<file path="config.mk">
export PLATFORM = sky130hd
export DESIGN_NAME = pdmc_top
export DESIGN_NICKNAME = d
export VERILOG_FILES = /design/src/pdmc_pkg.sv /design/src/pdmc_settle.sv /design/src/pdmc_ahb.sv /design/src/pdmc_top.sv
export SDC_FILE = /design/constraint.sdc
export NUM_CORES = 1
export LEC_CHECK = 0
export ABC_CLOCK_PERIOD_IN_PS = 3500
export BUFFER_PORTS_ARGS = -buffer_cell sky130_fd_sc_hd__clkbuf_2
export CORE_ASPECT_RATIO = 1.5
export CORE_UTILIZATION = 35
export DETAILED_ROUTE_END_ITERATION = 16
export PLACE_DENSITY = 0.6
export SLEW_MARGIN = 20
export SYNTH_ARGS = -nofsm -noshare
export SYNTH_HDL_FRONTEND = slang
export SYNTH_SLANG_ARGS = --single-unit
export TNS_END_PERCENT = 5
</file>
<file path="constraint.sdc">
create_clock -name hclk -period 3.5 [get_ports hclk]
set_input_delay 0 -clock hclk [delete_from_list [all_inputs] [get_ports hclk]]
set_output_delay 0 -clock hclk [all_outputs]
set_load 0.005 [all_outputs]
</file>
<file path="src/pdmc_pkg.sv">
// pdmc_pkg: shared constants and types for the power-down mode controller
// assumes: used by pdmc_top, pdmc_settle, pdmc_ahb and pdmc_tb
package pdmc_pkg;
  // register byte addresses (printed offsets, not word aligned -> index*4)
  localparam logic [15:0] CTRL_ONE_IDX = 16'hFFF0;
  localparam logic [15:0] CTRL_TWO_IDX = 16'hFFF1;
  localparam logic [17:0] CTRL_ONE_ADDR = {CTRL_ONE_IDX, 2'h0};
  localparam logic [17:0] CTRL_TWO_ADDR = {CTRL_TWO_IDX, 2'h0};
  // reset values
  localparam logic [7:0] CTRL_ONE_RST = 8'h00;
  localparam logic [7:0] CTRL_TWO_RST = 8'hF4;
  // field positions, register one
  localparam int STBY_BIT  = 7;
  localparam int STS_LSB   = 4;
  localparam int LOW_SPEED_SELECT_BIT  = 3;
  localparam int RSV2_BIT  = 2;
  // field positions, register two
  localparam int DWAKE_BIT = 3;
  localparam logic [7:0] CTRL_TWO_FIXED = 8'hF4;
  localparam logic [7:0] CTRL_TWO_LOW_MASK = 8'h03;
  // settling waits in states
  localparam logic [17:0] SETTLE_0 = 18'h02000;
  localparam logic [17:0] SETTLE_1 = 18'h04000;
  localparam logic [17:0] SETTLE_2 = 18'h08000;
  localparam logic [17:0] SETTLE_3 = 18'h10000;
  localparam logic [17:0] SETTLE_4 = 18'h20000;
  // ahb encodings
  localparam logic [1:0] HTRANS_NONSEQ = 2'h2;
  localparam logic [2:0] HSIZE_WORD = 3'h2;

  typedef enum logic [2:0] {
    PDMC_ACTIVE,
    PDMC_SLEEP,
    PDMC_STANDBY,
    PDMC_WATCH,
    PDMC_SUBACT,
    PDMC_SETTLE,
    PDMC_RESET
  } pdmc_mode_e;
endpackage

</file>
<file path="src/pdmc_settle.sv">
// pdmc_settle: oscillator settling-wait counter
// assumes: start pulse from the mode machine; runs on the system clock
`timescale 1ns/1ps
module pdmc_settle
#(
  parameter int SCALE_SHIFT = 0
)
(
  // clock and reset
  input  wire logic        hclk,
  input  wire logic        hresetn,
  // control
  input  wire logic        start,
  input  wire logic [2:0]  sel,
  // status
  output logic             busy,
  output logic             done
);
  typedef struct packed {
    logic [17:0] cnt;
    logic        busy;
    logic        done;
  } pdmc_settle_s;

  pdmc_settle_s st_r;
  pdmc_settle_s st_nxt;

  // shift lets a simulation shorten the waits
  // field to wait length
  function automatic logic [17:0] settle_len(input logic [2:0] s);
    logic [17:0] v;
    v = pdmc_pkg::SETTLE_4;
    if (s == 3'h0)
      v = pdmc_pkg::SETTLE_0;
    else if (s == 3'h1)
      v = pdmc_pkg::SETTLE_1;
    else if (s == 3'h2)
      v = pdmc_pkg::SETTLE_2;
    else if (s == 3'h3)
      v = pdmc_pkg::SETTLE_3;
    settle_len = v >> SCALE_SHIFT;
  endfunction

  always_comb
  begin
    st_nxt = st_r;
    st_nxt.done = 1'b0;
    if (start)
    begin
      st_nxt.cnt = settle_len(sel) - 18'h00001;
      st_nxt.busy = 1'b1;
    end
    else if (st_r.busy)
    begin
      if (st_r.cnt == 18'h00000)
      begin
        st_nxt.busy = 1'b0;
        st_nxt.done = 1'b1;
      end
      else
        st_nxt.cnt = st_r.cnt - 18'h00001;
    end
  end

  always_ff @(posedge hclk or negedge hresetn)
  begin
    if (!hresetn)
      st_r <= '0;
    else
      st_r <= st_nxt;
  end

  assign busy = st_r.busy;
  assign done = st_r.done;

  // assertion helper: cycles spent busy since the last start, and the
  // length that the selection asks for, worked out by doubling
  logic [17:0] ast_cnt_r;
  logic [17:0] ast_len_r;

  always_ff @(posedge hclk or negedge hresetn)
  begin
    if (!hresetn)
    begin
      ast_cnt_r <= 18'h00000;
      ast_len_r <= 18'h00000;
    end
    else if (start)
    begin
      ast_cnt_r <= 18'h00000;
      ast_len_r <= (pdmc_pkg::SETTLE_0 << (sel[2] ? 3'h4 : {1'b0, sel[1:0]}))
        >> SCALE_SHIFT;
    end
    else if (st_r.busy)
      ast_cnt_r <= ast_cnt_r + 18'h00001;
  end

  AST_SETTLE_LEN: assert property (@(posedge hclk) disable iff (!hresetn)
    done |-> ast_cnt_r == ast_len_r)
    else $error("settle wait length wrong");
endmodule

</file>
<file path="src/pdmc_ahb.sv">
// pdmc_ahb: ahb-lite slave front end, single word transfers
// assumes: one master; writes act in the data phase, reads decode early
`timescale 1ns/1ps
module pdmc_ahb
(
  // clock and reset
  input  wire logic        hclk,
  input  wire logic        hresetn,
  // ahb slave
  input  wire logic        hsel,
  input  wire logic [31:0] haddr,
  input  wire logic [1:0]  htrans,
  input  wire logic        hwrite,
  input  wire logic        hready,
  // decoded writes in the data phase, reads in the address phase
  output logic             wr_one,
  output logic             wr_two,
  output logic             rd_one,
  output logic             rd_two
);
  typedef struct packed {
    logic w1;
    logic w2;
  } pdmc_ahb_s;

  pdmc_ahb_s st_r;
  pdmc_ahb_s st_nxt;
  logic      take;
  logic      hit_one;
  logic      hit_two;

  always_comb
  begin
    st_nxt = '0;
    take = hsel && hready && htrans == pdmc_pkg::HTRANS_NONSEQ;
    hit_one = 1'b0;
    hit_two = 1'b0;
    if (take && haddr[17:0] == pdmc_pkg::CTRL_ONE_ADDR)
      hit_one = 1'b1;
    else if (take && haddr[17:0] == pdmc_pkg::CTRL_TWO_ADDR)
      hit_two = 1'b1;
    // writes wait for hwdata, which only stands in the data phase
    st_nxt.w1 = hit_one && hwrite;
    st_nxt.w2 = hit_two && hwrite;
  end

  always_ff @(posedge hclk or negedge hresetn)
  begin
    if (!hresetn)
      st_r <= '0;
    else
      st_r <= st_nxt;
  end

  assign wr_one = st_r.w1;
  assign wr_two = st_r.w2;
  // reads decode in the address phase so hrdata is loaded at its end and
  // stands through the data phase
  assign rd_one = hit_one && !hwrite;
  assign rd_two = hit_two && !hwrite;
endmodule

</file>
<file path="src/pdmc_top.sv">
// pdmc_top: power-down mode sequencer with its two control registers
// assumes: cpu pulses sleep_exec; wake and reset pins are asynchronous
`timescale 1ns/1ps
module pdmc_top
#(
  parameter int SCALE_SHIFT = 0
)
(
  // clock and reset
  input  wire logic        hclk,
  input  wire logic        hresetn,
  // ahb-lite slave
  input  wire logic        hsel,
  input  wire logic [31:0] haddr,
  input  wire logic [1:0]  htrans,
  input  wire logic [2:0]  hsize,
  input  wire logic        hwrite,
  input  wire logic        hready,
  input  wire logic [31:0] hwdata,
  output logic [31:0]      hrdata,
  output logic             hreadyout,
  output logic             hresp,
  // cpu and interrupt controller
  input  wire logic        sleep_exec,
  input  wire logic        cpu_int_mask,
  input  wire logic        timer_a_watch_select,
  input  wire logic        wake_irq_zero_en,
  input  wire logic        wake_irq_one_en,
  input  wire logic        tmra_en,
  input  wire logic        dxfer_en,
  input  wire logic        timer_a_ovf,
  // pins
  input  wire logic        reset_input_n,
  input  wire logic        wake_irq_zero,
  input  wire logic        wake_irq_one,
  // mode outputs
  output logic [2:0]       mode,
  output logic             osc_run,
  output logic             sys_clk_gate,
  output logic             cpu_on_subclk,
  output logic             periph_halt,
  output logic             port_release,
  output logic             timer_a_subclk,
  output logic             irq_start,
  output logic             dxfer_irq,
  output logic             cpu_reset_n
);
  typedef struct packed {
    logic [2:0]  pin0;
    logic [2:0]  pin1;
    logic [2:0]  pinr;
    logic        w0;
    logic        w1;
    logic        rn;
    logic        stby;
    logic [2:0]  sts;
    logic        low_speed_select;
    logic        rsv2;
    logic        dwake;
    logic [1:0]  low2;
    pdmc_pkg::pdmc_mode_e md;
    logic        to_sub;
    logic        settle_go;
    logic [31:0] rdata;
    logic        irq_start;
    logic        dxfer_irq;
    logic        cpu_rst_n;
    logic        osc;
    logic        gate;
    logic        subclk;
    logic        halt;
    logic        rel;
    logic        tsub;
  } pdmc_top_s;

  pdmc_top_s st_r;
  pdmc_top_s st_nxt;
  logic wr_one;
  logic wr_two;
  logic rd_one;
  logic rd_two;
  logic settle_busy;
  logic settle_done;
  logic wake_w_chk;

  pdmc_ahb u_ahb
  (
    .hclk    (hclk),
    .hresetn (hresetn),
    .hsel    (hsel),
    .haddr   (haddr),
    .htrans  (htrans),
    .hwrite  (hwrite),
    .hready  (hready),
    .wr_one  (wr_one),
    .wr_two  (wr_two),
    .rd_one  (rd_one),
    .rd_two  (rd_two)
  );

  pdmc_settle #(.SCALE_SHIFT(SCALE_SHIFT)) u_settle
  (
    .hclk    (hclk),
    .hresetn (hresetn),
    .start   (st_r.settle_go),
    .sel     (st_r.sts),
    .busy    (settle_busy),
    .done    (settle_done)
  );

  function automatic logic [7:0] reg_one(input pdmc_top_s s);
    reg_one = {s.stby, s.sts, s.low_speed_select, s.rsv2, 2'h0};
  endfunction

  function automatic logic [7:0] reg_two(input pdmc_top_s s);
    reg_two = pdmc_pkg::CTRL_TWO_FIXED & ~pdmc_pkg::CTRL_TWO_LOW_MASK;
    reg_two[pdmc_pkg::DWAKE_BIT] = s.dwake;
    reg_two[1:0] = s.low2;
  endfunction

  always_comb
  begin
    logic wake01;
    logic wake_w;
    logic rst_lo;
    wake01 = !cpu_int_mask && ((st_r.w0 && wake_irq_zero_en) || (st_r.w1 && wake_irq_one_en));
    wake_w = !cpu_int_mask
      && ((st_r.w0 && wake_irq_zero_en) || (timer_a_ovf && tmra_en));
    rst_lo = !st_r.rn;
    st_nxt = st_r;
    // three-stage pin capture; change counts when stages two and three agree
    st_nxt.pin0 = {st_r.pin0[1:0], wake_irq_zero};
    st_nxt.pin1 = {st_r.pin1[1:0], wake_irq_one};
    st_nxt.pinr = {st_r.pinr[1:0], reset_input_n};
    if (st_r.pin0[1] == st_r.pin0[2])
      st_nxt.w0 = st_r.pin0[2];
    if (st_r.pin1[1] == st_r.pin1[2])
      st_nxt.w1 = st_r.pin1[2];
    if (st_r.pinr[1] == st_r.pinr[2])
      st_nxt.rn = st_r.pinr[2];
    st_nxt.irq_start = 1'b0;
    st_nxt.dxfer_irq = 1'b0;
    st_nxt.settle_go = 1'b0;
    st_nxt.rdata = 32'h00000000;

    // register writes
    if (wr_one)
    begin
      if (st_r.md == pdmc_pkg::PDMC_ACTIVE)
        st_nxt.stby = hwdata[pdmc_pkg::STBY_BIT];
      st_nxt.sts = hwdata[pdmc_pkg::STS_LSB +: 3];
      st_nxt.low_speed_select = hwdata[pdmc_pkg::LOW_SPEED_SELECT_BIT];
      // bit 2 kept, bits 1 and 0 dropped
      st_nxt.rsv2 = hwdata[pdmc_pkg::RSV2_BIT];
    end
    if (wr_two)
    begin
      if (st_r.md == pdmc_pkg::PDMC_SUBACT)
        st_nxt.dwake = hwdata[pdmc_pkg::DWAKE_BIT];
      st_nxt.low2 = hwdata[1:0];
    end
    // read from the updated copy so a write still in its data phase is seen
    if (rd_one)
      st_nxt.rdata = {24'h000000, reg_one(st_nxt)};
    else if (rd_two)
      st_nxt.rdata = {24'h000000, reg_two(st_nxt)};

    // reset input first, one transition per event
    if (rst_lo && st_r.md != pdmc_pkg::PDMC_ACTIVE)
    begin
      // reset ends low-power mode, oscillator runs
      st_nxt.md = pdmc_pkg::PDMC_RESET;
      st_nxt.cpu_rst_n = 1'b0;
    end
    else if (rst_lo)
    begin
      st_nxt.md = pdmc_pkg::PDMC_RESET;
      st_nxt.cpu_rst_n = 1'b0;
    end
    else
    begin
      case (st_r.md)
        pdmc_pkg::PDMC_ACTIVE:
        begin
          if (sleep_exec)
          begin
            if (!st_r.stby)
              st_nxt.md = pdmc_pkg::PDMC_SLEEP;
            else if (timer_a_watch_select)
              st_nxt.md = pdmc_pkg::PDMC_WATCH;
            else
              st_nxt.md = pdmc_pkg::PDMC_STANDBY;
          end
        end
        pdmc_pkg::PDMC_SLEEP:
        begin
          // enabled wake zero, one or timer
          if (wake01 || (!cpu_int_mask && timer_a_ovf && tmra_en))
          begin
            st_nxt.md = pdmc_pkg::PDMC_ACTIVE;
            st_nxt.irq_start = 1'b1;
          end
        end
        pdmc_pkg::PDMC_STANDBY:
        begin
          if (wake01)
          begin
            st_nxt.md = pdmc_pkg::PDMC_SETTLE;
            st_nxt.to_sub = 1'b0;
            st_nxt.settle_go = 1'b1;
          end
        end
        pdmc_pkg::PDMC_WATCH:
        begin
          if (wake_w)
          begin
            if (st_r.low_speed_select)
            begin
              st_nxt.md = pdmc_pkg::PDMC_SUBACT;
              st_nxt.irq_start = 1'b1;
            end
            else
            begin
              st_nxt.md = pdmc_pkg::PDMC_SETTLE;
              st_nxt.settle_go = 1'b1;
            end
          end
        end
        pdmc_pkg::PDMC_SUBACT:
        begin
          if (sleep_exec)
          begin
            if (st_r.dwake && !st_r.low_speed_select && !cpu_int_mask && dxfer_en)
            begin
              st_nxt.md = pdmc_pkg::PDMC_SETTLE;
              st_nxt.dxfer_irq = 1'b1;
              st_nxt.settle_go = 1'b1;
            end
            else if (!st_r.dwake)
              st_nxt.md = pdmc_pkg::PDMC_WATCH;
          end
        end
        pdmc_pkg::PDMC_SETTLE:
        begin
          if (settle_done)
          begin
            st_nxt.md = pdmc_pkg::PDMC_ACTIVE;
            st_nxt.irq_start = 1'b1;
          end
        end
        pdmc_pkg::PDMC_RESET:
        begin
          // cpu leaves reset only when pin returns high
          st_nxt.md = pdmc_pkg::PDMC_ACTIVE;
          st_nxt.cpu_rst_n = 1'b1;
          st_nxt.stby = pdmc_pkg::CTRL_ONE_RST[pdmc_pkg::STBY_BIT];
          st_nxt.sts = pdmc_pkg::CTRL_ONE_RST[pdmc_pkg::STS_LSB +: 3];
          st_nxt.low_speed_select = pdmc_pkg::CTRL_ONE_RST[pdmc_pkg::LOW_SPEED_SELECT_BIT];
          st_nxt.rsv2 = pdmc_pkg::CTRL_ONE_RST[pdmc_pkg::RSV2_BIT];
          st_nxt.dwake = pdmc_pkg::CTRL_TWO_RST[pdmc_pkg::DWAKE_BIT];
          st_nxt.low2 = pdmc_pkg::CTRL_TWO_RST[1:0];
        end
        default:
          st_nxt.md = pdmc_pkg::PDMC_ACTIVE;
      endcase
    end

    // clock and peripheral controls from next mode
    st_nxt.osc = !(st_nxt.md == pdmc_pkg::PDMC_STANDBY
      || st_nxt.md == pdmc_pkg::PDMC_WATCH
      || st_nxt.md == pdmc_pkg::PDMC_SUBACT);
    st_nxt.gate = st_nxt.md == pdmc_pkg::PDMC_ACTIVE
      || st_nxt.md == pdmc_pkg::PDMC_SLEEP
      || st_nxt.md == pdmc_pkg::PDMC_RESET;
    st_nxt.subclk = st_nxt.md == pdmc_pkg::PDMC_SUBACT;
    st_nxt.halt = !(st_nxt.md == pdmc_pkg::PDMC_ACTIVE
      || st_nxt.md == pdmc_pkg::PDMC_SLEEP);
    st_nxt.rel = st_nxt.md == pdmc_pkg::PDMC_STANDBY
      || st_nxt.md == pdmc_pkg::PDMC_WATCH
      || st_nxt.md == pdmc_pkg::PDMC_SUBACT;
    st_nxt.tsub = st_nxt.md == pdmc_pkg::PDMC_WATCH
      || st_nxt.md == pdmc_pkg::PDMC_SUBACT;
  end

  always_ff @(posedge hclk or negedge hresetn)
  begin
    if (!hresetn)
    begin
      st_r <= '0;
      st_r.pin0 <= 3'h0;
      st_r.pinr <= 3'h7;
      st_r.rn <= 1'b1;
      st_r.dwake <= 1'b0;
      st_r.md <= pdmc_pkg::PDMC_ACTIVE;
      st_r.cpu_rst_n <= 1'b1;
      st_r.osc <= 1'b1;
      st_r.gate <= 1'b1;
    end
    else
      st_r <= st_nxt;
  end

  assign hrdata = st_r.rdata;
  assign hreadyout = 1'b1;
  assign hresp = 1'b0;
  assign mode = st_r.md;
  assign osc_run = st_r.osc;
  assign sys_clk_gate = st_r.gate;
  assign cpu_on_subclk = st_r.subclk;
  assign periph_halt = st_r.halt;
  assign port_release = st_r.rel;
  assign timer_a_subclk = st_r.tsub;
  assign irq_start = st_r.irq_start;
  assign dxfer_irq = st_r.dxfer_irq;
  assign cpu_reset_n = st_r.cpu_rst_n;

  AST_SLEEP_STBY: assert property (@(posedge hclk) disable iff (!hresetn)
    (st_r.md == pdmc_pkg::PDMC_ACTIVE && sleep_exec && st_r.rn
     && st_r.stby && !timer_a_watch_select)
    |=> st_r.md == pdmc_pkg::PDMC_STANDBY)
    else $error("standby not entered");
  AST_SLEEP_WATCH: assert property (@(posedge hclk) disable iff (!hresetn)
    (st_r.md == pdmc_pkg::PDMC_ACTIVE && sleep_exec && st_r.rn
     && st_r.stby && timer_a_watch_select)
    |=> st_r.md == pdmc_pkg::PDMC_WATCH)
    else $error("watch not entered");
  AST_STBY_MASK: assert property (@(posedge hclk) disable iff (!hresetn)
    (st_r.md == pdmc_pkg::PDMC_STANDBY && cpu_int_mask && st_r.rn)
    |=> st_r.md == pdmc_pkg::PDMC_STANDBY)
    else $error("standby left while masked");
  AST_WATCH_MASK: assert property (@(posedge hclk) disable iff (!hresetn)
    (st_r.md == pdmc_pkg::PDMC_WATCH && cpu_int_mask && st_r.rn)
    |=> st_r.md == pdmc_pkg::PDMC_WATCH)
    else $error("watch left while masked");
  AST_WATCH_SUB: assert property (@(posedge hclk) disable iff (!hresetn)
    (st_r.md == pdmc_pkg::PDMC_WATCH && wake_w_chk && st_r.low_speed_select
     && st_r.rn) |=> st_r.md == pdmc_pkg::PDMC_SUBACT)
    else $error("subactive not entered");
  AST_NO_DIRECT_LS: assert property (@(posedge hclk) disable iff (!hresetn)
    (st_r.md == pdmc_pkg::PDMC_SUBACT && st_r.low_speed_select) |=> !st_r.dxfer_irq)
    else $error("direct transfer with low speed set");
  AST_RESET_PRIO: assert property (@(posedge hclk) disable iff (!hresetn)
    (!st_r.rn && st_r.md != pdmc_pkg::PDMC_ACTIVE)
    |=> st_r.md == pdmc_pkg::PDMC_RESET && st_r.osc)
    else $error("reset input ignored");
  AST_WATCH_OSC: assert property (@(posedge hclk) disable iff (!hresetn)
    st_r.md == pdmc_pkg::PDMC_WATCH |-> !st_r.osc && st_r.halt
    && st_r.tsub)
    else $error("watch clocks wrong");
  AST_SETTLE_RUN: assert property (@(posedge hclk) disable iff (!hresetn)
    st_r.md == pdmc_pkg::PDMC_SETTLE
    |-> st_r.settle_go || settle_busy || settle_done)
    else $error("settle counter not running");

  assign wake_w_chk = !cpu_int_mask
    && ((st_r.w0 && wake_irq_zero_en) || (timer_a_ovf && tmra_en));
endmodule

</file>
Word-level counts from Yosys, hierarchy flattened --
Index checks and enable logic that the tools add are counted.
Cells by class: $add $sub $neg 2, equal/unequal tests 22, reduce and logical (&&, ||, !) cells 40, mux-type cells 54
Operators by type and width (number):
- 18-bit two-way mux | 6
- 18-bit == test (second input constant) | 2
- 18-bit by 1-bit subtractor with 18-bit output (second input constant) | 2
- 3-bit two-way mux | 10
- 9-bit two-way mux | 3
- 1-bit two-way mux | 22
- 20-bit two-way mux | 1
- 1-bit logical AND | 19
- 19-bit two-way mux | 1
- 3-bit by 2-bit == test with 1-bit output (second input constant) | 6
- 18-bit zero test | 1
- 3-bit case mux with 6 select lines | 1
- 8-bit two-way mux | 2
- 3-bit == test (second input constant) | 5
- 3-bit by 1-bit == test with 1-bit output (second input constant) | 3
- 3-bit zero test | 3
- 1-bit logical OR | 8
- 2-bit two-way mux | 4
- 1-bit zero test | 6
- 6-bit two-way mux | 1
- 1-bit case mux with 3 select lines | 2
- 5-bit two-way mux | 1
- 1-bit == test | 3
- 3-bit by 1-bit inequality test with 1-bit output (second input constant) | 1
- other kinds (5) | 5
Word-level totals: output and inout bits 46, input port bits 85, register bits after elaboration 88, logic and storage cells 147

Longest topological paths before layout --
Gate-level depths: netlist of the first run.
depth in word-level cells 13, mapped depth 7, gate-level depth less buffers 7

By module --
From an unflattened synthesis of the first run, not the netlist that was laid out.
Unflattened totals: cell total of the unflattened synthesis 311, area total of the unflattened synthesis 3211.8 um^2
Modules (own cells, without submodules):
- pdmc_top | area each 1941.9 um^2, times used 1, seq. area each 1059.8 um^2, cells each 173
- pdmc_settle | area each 1122.3 um^2, times used 1, seq. area each 500.5 um^2, cells each 121
- pdmc_ahb | area each 147.6 um^2, times used 1, seq. area each 50.0 um^2, cells each 17

Least setup slack after synthesis of the first run --
Ideal clock, no wire load.
path kind register to register, start register u_settle.st_r[2] (netlist bit), end register u_settle.st_r[14] (netlist bit), period minus slack after synthesis 1.977 ns, data arrival time 1.855 ns, setup time 0.121 ns, buffers on the path 0, setup slack 1.523 ns, cell stages (with the launch flop) 8, required time 3.379 ns, path through dfrtp_1 > inv_1 > ha_1 > nor3b_2 > nand3_1 > or4b_1 > xor2_1 > nand2b_1
Between the ends: cells in the longest elaborated chain, start to end 4, elaborated cells between the ends (all ways) 7, classes of those cells add/sub: 1; eq/ne: 1; mux: 3; reduce/logical: 2
RTL lines:
- start: declaration | line pdmc_settle.sv:25 | pdmc_settle_s st_r;
- start signal: assignment | line pdmc_settle.sv:70 | st_r <= st_nxt;
- 18-bit by 1-bit subtractor with 18-bit output | line pdmc_settle.sv:61 | st_nxt.cnt = st_r.cnt - 18'h00001;
- 18-bit two-way mux | line pdmc_settle.sv:55 | if (st_r.cnt == 18'h00000)
- 20-bit two-way mux | line pdmc_settle.sv:53 | else if (st_r.busy)
- 19-bit two-way mux | line pdmc_settle.sv:48 | if (start)
Several ways; a longest one is shown, not always the timed one. The select of a mux whose other input is x is not followed. A chain may end at the register's enable or synchronous reset.

Worst setup path in the final report of the first run --
Ends and elaborated chain as after synthesis.

==> flow_metrics.env, run 1 <==
export IMPL_power_frac_comb=0.184
export IMPL_p_per_area_nw_per_um2=591
export IMPL_sequentialPowerShare=0.452
export IMPL_fin_setup_tns_ns=0
export IMPL_synthTopCellsByArea="dfrtp_1 (44%), buf_4 (8.6%), dfstp_2 (5.7%)"
export IMPL_syn_inst=304
export IMPL_place_congestion=0.872
export IMPL_drv_cap=0
export IMPL_core_area_um2=8880
export IMPL_slew_viol_final=0
export IMPL_p_switching_w=0.000700
export IMPL_ant_nets=0
export IMPL_rsz0062_at_grt="no"
export IMPL_intPower_w=0.00158
export IMPL_clockBufferDepth=2
export IMPL_async_flop_share=1.00
export IMPL_drt_iter0_drc=108
export IMPL_place_inst=456
export IMPL_vias_per_cell=4.95
export IMPL_cts_tree="done"
export IMPL_num_rows=42
export IMPL_synth_top_area_cell="dfrtp_1"
export IMPL_synth_cell_types=63
export IMPL_hold_viol=1
export IMPL_swShare=0.307
export IMPL_drc=0
export IMPL_drt_pass1_iterations=4
export IMPL_ys_flop_type="dfrtp_1"
export IMPL_antenna_cells=0
export IMPL_synth_top_area_share=0.444
export IMPL_htreeDepth=3
export IMPL_crit_type="flop to flop"
export IMPL_grt_usage=0.153
export IMPL_skew_ns=0.00529
export IMPL_ys_ff_latch=64
export IMPL_routed_wirelength_um=6720
export IMPL_worst_setup_path_start_kind="flop"
export IMPL_grt_pass1_vias=2439
export IMPL_clockPowerShare=0.364
export IMPL_yosys_warnings=0
export IMPL_area_delta_synth_final_pct=20.2
export IMPL_fmax_mhz=442
export IMPL_dieArea_um2=9570
export IMPL_path_clk_slew_ns=0.05
export IMPL_leakage_nw=1.68
export IMPL_relSlewSlack=0.435
export IMPL_synth_avg_cell_area_um2=10.6
export IMPL_worstPathArrival_ns=2.48
export IMPL_die_w_um=80.2
export IMPL_synth_edf_count=0
export IMPL_vias=2402
export IMPL_irDropWorstVdd_mv=0.293
export IMPL_grt_ovfl_total=0
export IMPL_final_util=0.435
export IMPL_hold_slack_ns=-0.000857
export IMPL_clockRootBuffer="clkbuf_16"
export IMPL_cts_buffers=9
export IMPL_hpwl_um=4860
export IMPL_antenna_found_initial=0
export IMPL_postLayoutSetupSlackWorst_ns=1.24
export IMPL_status="finished with violations"
export IMPL_worstMarginPinSlew_ns=0.848
export IMPL_cts_sinks=64
export IMPL_initial_utilization=0.362
export IMPL_ys_seq_area_frac=0.501
export IMPL_stdcell_count=485
export IMPL_violations="negative hold slack"
export IMPL_die_h_um=119
export IMPL_hp_class="input pin to flop"
export IMPL_synthesis_area_um2=3210
export IMPL_post_cts_resized=0
export IMPL_drive_above_1_share=0.269
export IMPL_worst_skew_pair_late_latency_ns=0.33
export IMPL_period_share=0.647
export IMPL_io_buffers=63
export IMPL_post_drt_wl_per_cell_um=13.9
export IMPL_dp_slack_ns=1.23
export IMPL_endpoint_kind="flop"
export IMPL_final_nets=456
export IMPL_grt_pass1_wl_um=11000
export IMPL_setup_viol=0
export IMPL_pin_count=131
export IMPL_finalCriticalPeriod_ns=2.26
export IMPL_grt_max_degree=36
export IMPL_cp_max_fo=10
export IMPL_required_ns=3.71
routing by layer:
layer	vias up	wire (um)	global-route usage
met1	1180	2500	0.154
met2	62	3770	0.279
met3	14	243	0.0261
met5	-	0	0
met4	0	209	0.0982
li1	1146	-	-
sequential cells by signal, summed over array words and instances (netlist names), 3 cells and up:
signal         flops
u_settle.st_r     18
st_r              16
hrdata             8
st_nxt             6
mode               3
power by group through the flow:
stage / sequential (W) / combinational, W / clock (W)
2_1_floorplan: 0.000989 / 0.000347 / 0
3_3_place_gp: 0.00103 / 0.000399 / 0
3_5_place_dp: 0.00104 / 0.000412 / 0
4_1_cts: 0.00103 / 0.000425 / 0.000848
5_1_grt: 0.00106 / 0.000479 / 0.000881
6_report: 0.00103 / 0.000419 / 0.000830
worst max-delay path, stage by stage (launching register included):
cell      delay (ns)
dfrtp_1         0.41
inv_1           0.10
ha_1            0.25
nor3b_2         0.29
nand3_1         0.32
or4b_1          0.57
xor2_1          0.14
nand2b_1        0.07
layout by cell type (no fill, tap or decap), types with 4 or more instances in the layout:
cell type      Yosys  final
clkbuf_2           0     63
dfrtp_1           57     57
conb_1             2     26
nor2_1            20     20
a21oi_1           17     17
nand2b_1          14     14
nand2_1           13     13
dlygate4sd3_1      0     13
mux2i_1           10     10
nand3_1            9      9
clkbuf_16          0      9
inv_1              8      8
xor2_1             8      8
dfstp_2            7      7
nor3_1             5      5
o211ai_1           5      5
nor4_1             4      4
nand4_1            4      4
nor2b_1            4      4
or4_1              4      4
o21ai_0            4      4
xnor2_1            4      4
cell families (layout without fill, tap and decap cells):
| kind of cell | count (synthesis) | after routing | synth area share |
|---|---|---|---|
| flops | 64 | 64 | 0.501 |
| mux | 10 | 10 | 0.0312 |
| other cells | 2 | 26 | 0.00234 |
| fa+ha+maj | 4 | 4 | 0.0132 |
| xor+xnor | 12 | 12 | 0.0327 |
| buf+inv | 55 | 102 | 0.109 |
| compound gates | 49 | 49 | 0.105 |
| simple gates | 108 | 108 | 0.205 |
layout make-up:
type / count / area [um^2]
clock buffers: 10 / 239
fillers: 861 / 5020
repair buffers: 77 / 453
inverters: 9 / 33.8
well taps: 110 / 138
multi-input cells: 209 / 1340
flip-flops and latches: 64 / 1610
clock inverters: 6 / 45.0
Yosys cell counts (all sizes together), types with 3 or more instances:
cell type and number:
a21oi 17, buf 40, clkbuf 6, dfrtp 57
dfstp 7, inv 8, maj3 3, mux2i 10
nand2 13, nand2b 14, nand3 9, nand4 4
nor2 21, nor2b 4, nor3 7, nor3b 4
nor4 7, o211ai 5, o21ai 5, or2 3
or3b 3, or4 5, xnor2 4, xor2 8
stage by stage:
stage                     cell area [um^2]  total power [W]
after floorplan                       3300          0.00134
after global placement                3450          0.00143
after detailed placement              3450          0.00145
after CTS                             3860          0.00231
after global routing                  3860          0.00241
final                                 3860          0.00228
final timing paths:
path | start | endpoint | slack (ns) | cells after the start
worst max register to register | u_settle.st_r[2] | u_settle.st_r[14] | 1.24 | 7
worst max-delay path | u_settle.st_r[2] | u_settle.st_r[14] | 1.24 | 7
max in group asynchronous | hresetn | u_settle.st_r[18] | 2.29 | 3
worst min-delay path | hwrite | u_ahb.wr_two | -0.0009 | 4
min in group asynchronous | hresetn | st_r[57] | 0.30 | 2
worst min register to register | st_nxt[65] | st_nxt[66] | 0.35 | 0
timing repair:
item,4_1_cts,5_1_grt
setup buffers,0,0
hold buffers,13,0
hold endpoints to repair,39,0
(Power assumes the default switching activity.)
==> inputs of run 2 (changes only) <==
--- a/config.mk
+++ b/config.mk
@@ -5,12 +5,13 @@
 export SDC_FILE = /design/constraint.sdc
 export NUM_CORES = 1
 export LEC_CHECK = 0
-export ABC_CLOCK_PERIOD_IN_PS = 3500
+export ABC_AREA = 1
+export ABC_CLOCK_PERIOD_IN_PS = 2000
 export BUFFER_PORTS_ARGS = -buffer_cell sky130_fd_sc_hd__clkbuf_2
 export CORE_ASPECT_RATIO = 1.5
 export CORE_UTILIZATION = 35
 export DETAILED_ROUTE_END_ITERATION = 16
-export PLACE_DENSITY = 0.6
+export PLACE_DENSITY = 0.61
 export SLEW_MARGIN = 20
 export SYNTH_ARGS = -nofsm -noshare
 export SYNTH_HDL_FRONTEND = slang
==> constraint.sdc (replaced) <==
create_clock -name hclk -period 2 [get_ports hclk]
set_input_delay 0 -clock hclk [delete_from_list [all_inputs] [get_ports hclk]]
set_output_delay 0 -clock hclk [all_outputs]
set_load 0.005 [all_outputs]
==> run 2 against run 1 <==
Compared with the run above:
- the flow now finishes without violations
- non-clock buffer count is 4 lower
- clock power up 83%
- global-route usage is 0.36 points lower
- critical endpoint is now u_settle.st_r[7]
==> flow_metrics.env, run 2 <==
export IMPL_status="complete, no violations"
export IMPL_synth_most_common_cell="nand2_1"
export IMPL_synth_top_area_cell="dfrtp_1"
export IMPL_drive_above_1_share=0.226
export IMPL_grt_ovfl_total=0
export IMPL_clockPowerShare=0.357
export IMPL_multi_input_area_um2=1470
export IMPL_layout_common_cells="nand2_1 (105), clkbuf_2 (63), dfrtp_1 (57)"
export IMPL_critPathLaunch="u_settle.st_r[2]"
export IMPL_period_share=0.860
export IMPL_finalCriticalPeriod_ns=1.72
export IMPL_die_w_um=83.8
export IMPL_top_register="u_settle.st_r"
export IMPL_endpoint_kind="flop"
export IMPL_core_area_um2=9690
export IMPL_post_cts_buffers=0
export IMPL_r2r_end="u_settle.st_r[7]"
export IMPL_crit_type="flop to flop"
export IMPL_grt_pass1_wl_um=12200
export IMPL_hold_viol=0
export IMPL_synth_edf_count=0
export IMPL_clockBufferDepth=2
export IMPL_fin_setup_tns_ns=0
export IMPL_drt_pass1_iterations=4
export IMPL_final_nets=590
export IMPL_final_util=0.429
export IMPL_wl_met3_um=300
export IMPL_worstPathArrival_ns=1.97
export IMPL_io_buffers=63
export IMPL_rsz0062_at_grt="no"
export IMPL_skew_ns=0.00401
export IMPL_dr_max_layer_used="met4"
export IMPL_leakage_nw=2.18
export IMPL_grt_usage=0.149
export IMPL_pin_count=131
export IMPL_drc=0
export IMPL_grt_max_degree=37
export IMPL_cts_buffers=9
export IMPL_area_delta_synth_final_pct=18.3
export IMPL_path_cells="inv_1, ha_1, nand2_1, nor2_4, nand2_4, nor2_4, nand3_4, nand2_4, inv_4, a21oi_1"
export IMPL_cp_max_fo=9
export IMPL_vias_per_cell=4.56
export IMPL_synth_top_area_share=0.406
export IMPL_initial_utilization=0.362
export IMPL_required_ns=2.25
export IMPL_antenna_found_initial=0
export IMPL_ys_ff_latch=64
export IMPL_die_h_um=125
export IMPL_synth_common_cells="nand2_1 (105), dfrtp_1 (57), nor2_1 (53), inv_1 (52), buf_4 (37)"
export IMPL_cts_sinks=64
export IMPL_post_drt_wl_per_cell_um=11.5
export IMPL_drv_cap=0
export IMPL_clockRootBuffer="clkbuf_16"
export IMPL_path_clk_slew_ns=0.05
export IMPL_routed_wirelength_um=7200
export IMPL_fmax_mhz=581
export IMPL_crit_buf_inv=2
export IMPL_htreeDepth=3
export IMPL_intPower_w=0.00288
export IMPL_ys_flop_type="dfrtp_1"
export IMPL_synth_cell_types=39
export IMPL_cp_slowest_cell="dfrtp_1"
export IMPL_dieArea_um2=10400
export IMPL_power_frac_comb=0.240
export IMPL_async_flop_share=1.00
export IMPL_hp_class="input pin to flop"
export IMPL_fillCellCount=993
export IMPL_rr_worst_depth=10
export IMPL_sequentialPowerShare=0.402
export IMPL_p_per_area_nw_per_um2=1030
export IMPL_num_rows=44
export IMPL_crit_path_end="u_settle.st_r[7]"
export IMPL_r2r_start="u_settle.st_r[2]"
export IMPL_p_switching_w=0.00138
export IMPL_cp_depth=10
export IMPL_vias=2847
export IMPL_wl_met1_um=2780
export IMPL_setup_viol=0
export IMPL_critPathTopFamily="simple AND/OR/NAND/NOR gates"
export IMPL_largest_reg_flops=18
export IMPL_synthesis_area_um2=3510
export IMPL_seq_area_um2=1610
export IMPL_hpwl_um=5490
export IMPL_place_congestion=0.836
export IMPL_ys_seq_area_frac=0.458
export IMPL_antenna_cells=0
export IMPL_r2r_setup_slack_ns=0.28
export IMPL_synth_avg_cell_area_um2=8.04
export IMPL_ant_nets=0
export IMPL_irDropWorstVdd_mv=0.483
export IMPL_synthTopCellsByArea="dfrtp_1 (41%), nand2_1 (11%), buf_4 (7.9%)"
export IMPL_worstMarginPinSlew_ns=0.715
export IMPL_final_common_cell="nand2_1"
export IMPL_drt_iter0_drc=100
export IMPL_cts_tree="done"
export IMPL_yosys_warnings=0
export IMPL_slowest_delay_ns=0.39
export IMPL_slew_viol_final=0
export IMPL_grt_pass1_vias=2764
export IMPL_swShare=0.324
export IMPL_wl_met2_um=3910
export IMPL_worst_setup_path_start_kind="flop"
export IMPL_relSlewSlack=0.523
export IMPL_worst_skew_pair_late_latency_ns=0.33
export IMPL_syn_inst=437
-- run 2: changes by cell type after synthesis, moves of 8 or more --
cell,before,now
o21ai_0,4,16
nor2_1,20,53
inv_1,8,52
nand4_1,4,13
mux2i_1,10,2
nand2_1,13,105
nand2b_1,14,0
nand3_1,9,23
-- run 2: power by group through the flow --
stage                     sequential, W  clock [W]  combinational (W)
after global placement          0.00173          0           0.000993
after global routing            0.00176    0.00161            0.00118
after detailed placement        0.00174          0            0.00102
after CTS                       0.00172    0.00156            0.00104
final                           0.00172    0.00152            0.00102
after floorplan                 0.00168          0           0.000822
-- run 2: per-stage QoR --
step                      power, W  hold WS [ns]  std cells  cell area [um^2]  setup slack (ns)
final                      0.00426       0.00298        624              4160             0.279
after global routing       0.00455        0.0327        624              4160             0.114
after CTS                  0.00431       0.00455        624              4160             0.260
after detailed placement   0.00276        0.0890        600              3780             0.270
after global placement     0.00273        0.0790        600              3780             0.336
after floorplan            0.00251        -0.296        461              3600             0.515
-- run 2: area by class of cell --
class | count | share of cell area
clock buffer | 13 | 0.0602
clock inverter | 3 | 0.0102
inverter | 56 | 0.0518
multi-input combinational | 300 | 0.354
sequential | 64 | 0.387
tap | 115 | 0.0346
timing repair buffer | 73 | 0.102
-- run 2: what timing repair did --
| action | CTS | global route |
|---|---|---|
| setup endpoints to repair | 0 | 0 |
| resized for setup | 0 | 0 |
| hold buffers | 8 | 0 |
| hold endpoints to repair | 28 | 0 |
-- run 2: layer usage --
layer,GRT usage,vias up
met5,0,-
met4,0.0828,0
met3,0.0258,15
met2,0.272,87
met1,0.160,1295
li1,-,1450
-- run 2: how the worst min path moves through the flow --
stage,start,end,slack [ns],cells past startpoint
3_5_place_dp,hresetn,hrdata[0],0.09,1
6_report,hwdata[0],hrdata[0],0.003,3
3_3_place_gp,hresetn,st_r[66],0.08,1
2_1_floorplan,hresetn,cpu_on_subclk,-0.30,0
4_1_cts,haddr[2],u_ahb.wr_two,0.005,5
5_1_grt,haddr[2],u_ahb.wr_two,0.03,5
-- run 2: cells by family after synthesis --
| kind of cell | after synthesis | share of synthesized area |
|---|---|---|
| AOI/OAI and AO/OA | 40 | 0.0648 |
| xor gates and xnor gates | 4 | 0.00998 |
| adders and majority gates | 4 | 0.0121 |
| buffers and inverters | 97 | 0.148 |
| DFF | 64 | 0.458 |
| muxes | 2 | 0.00570 |
| other | 2 | 0.00214 |
| and+or+nand+nor | 224 | 0.299 |
-- run 2: worst min-delay path, cell delays in order --
cell,delay (ns)
clkbuf_2,0.08
mux2i_1,0.07
nor2_1,0.13
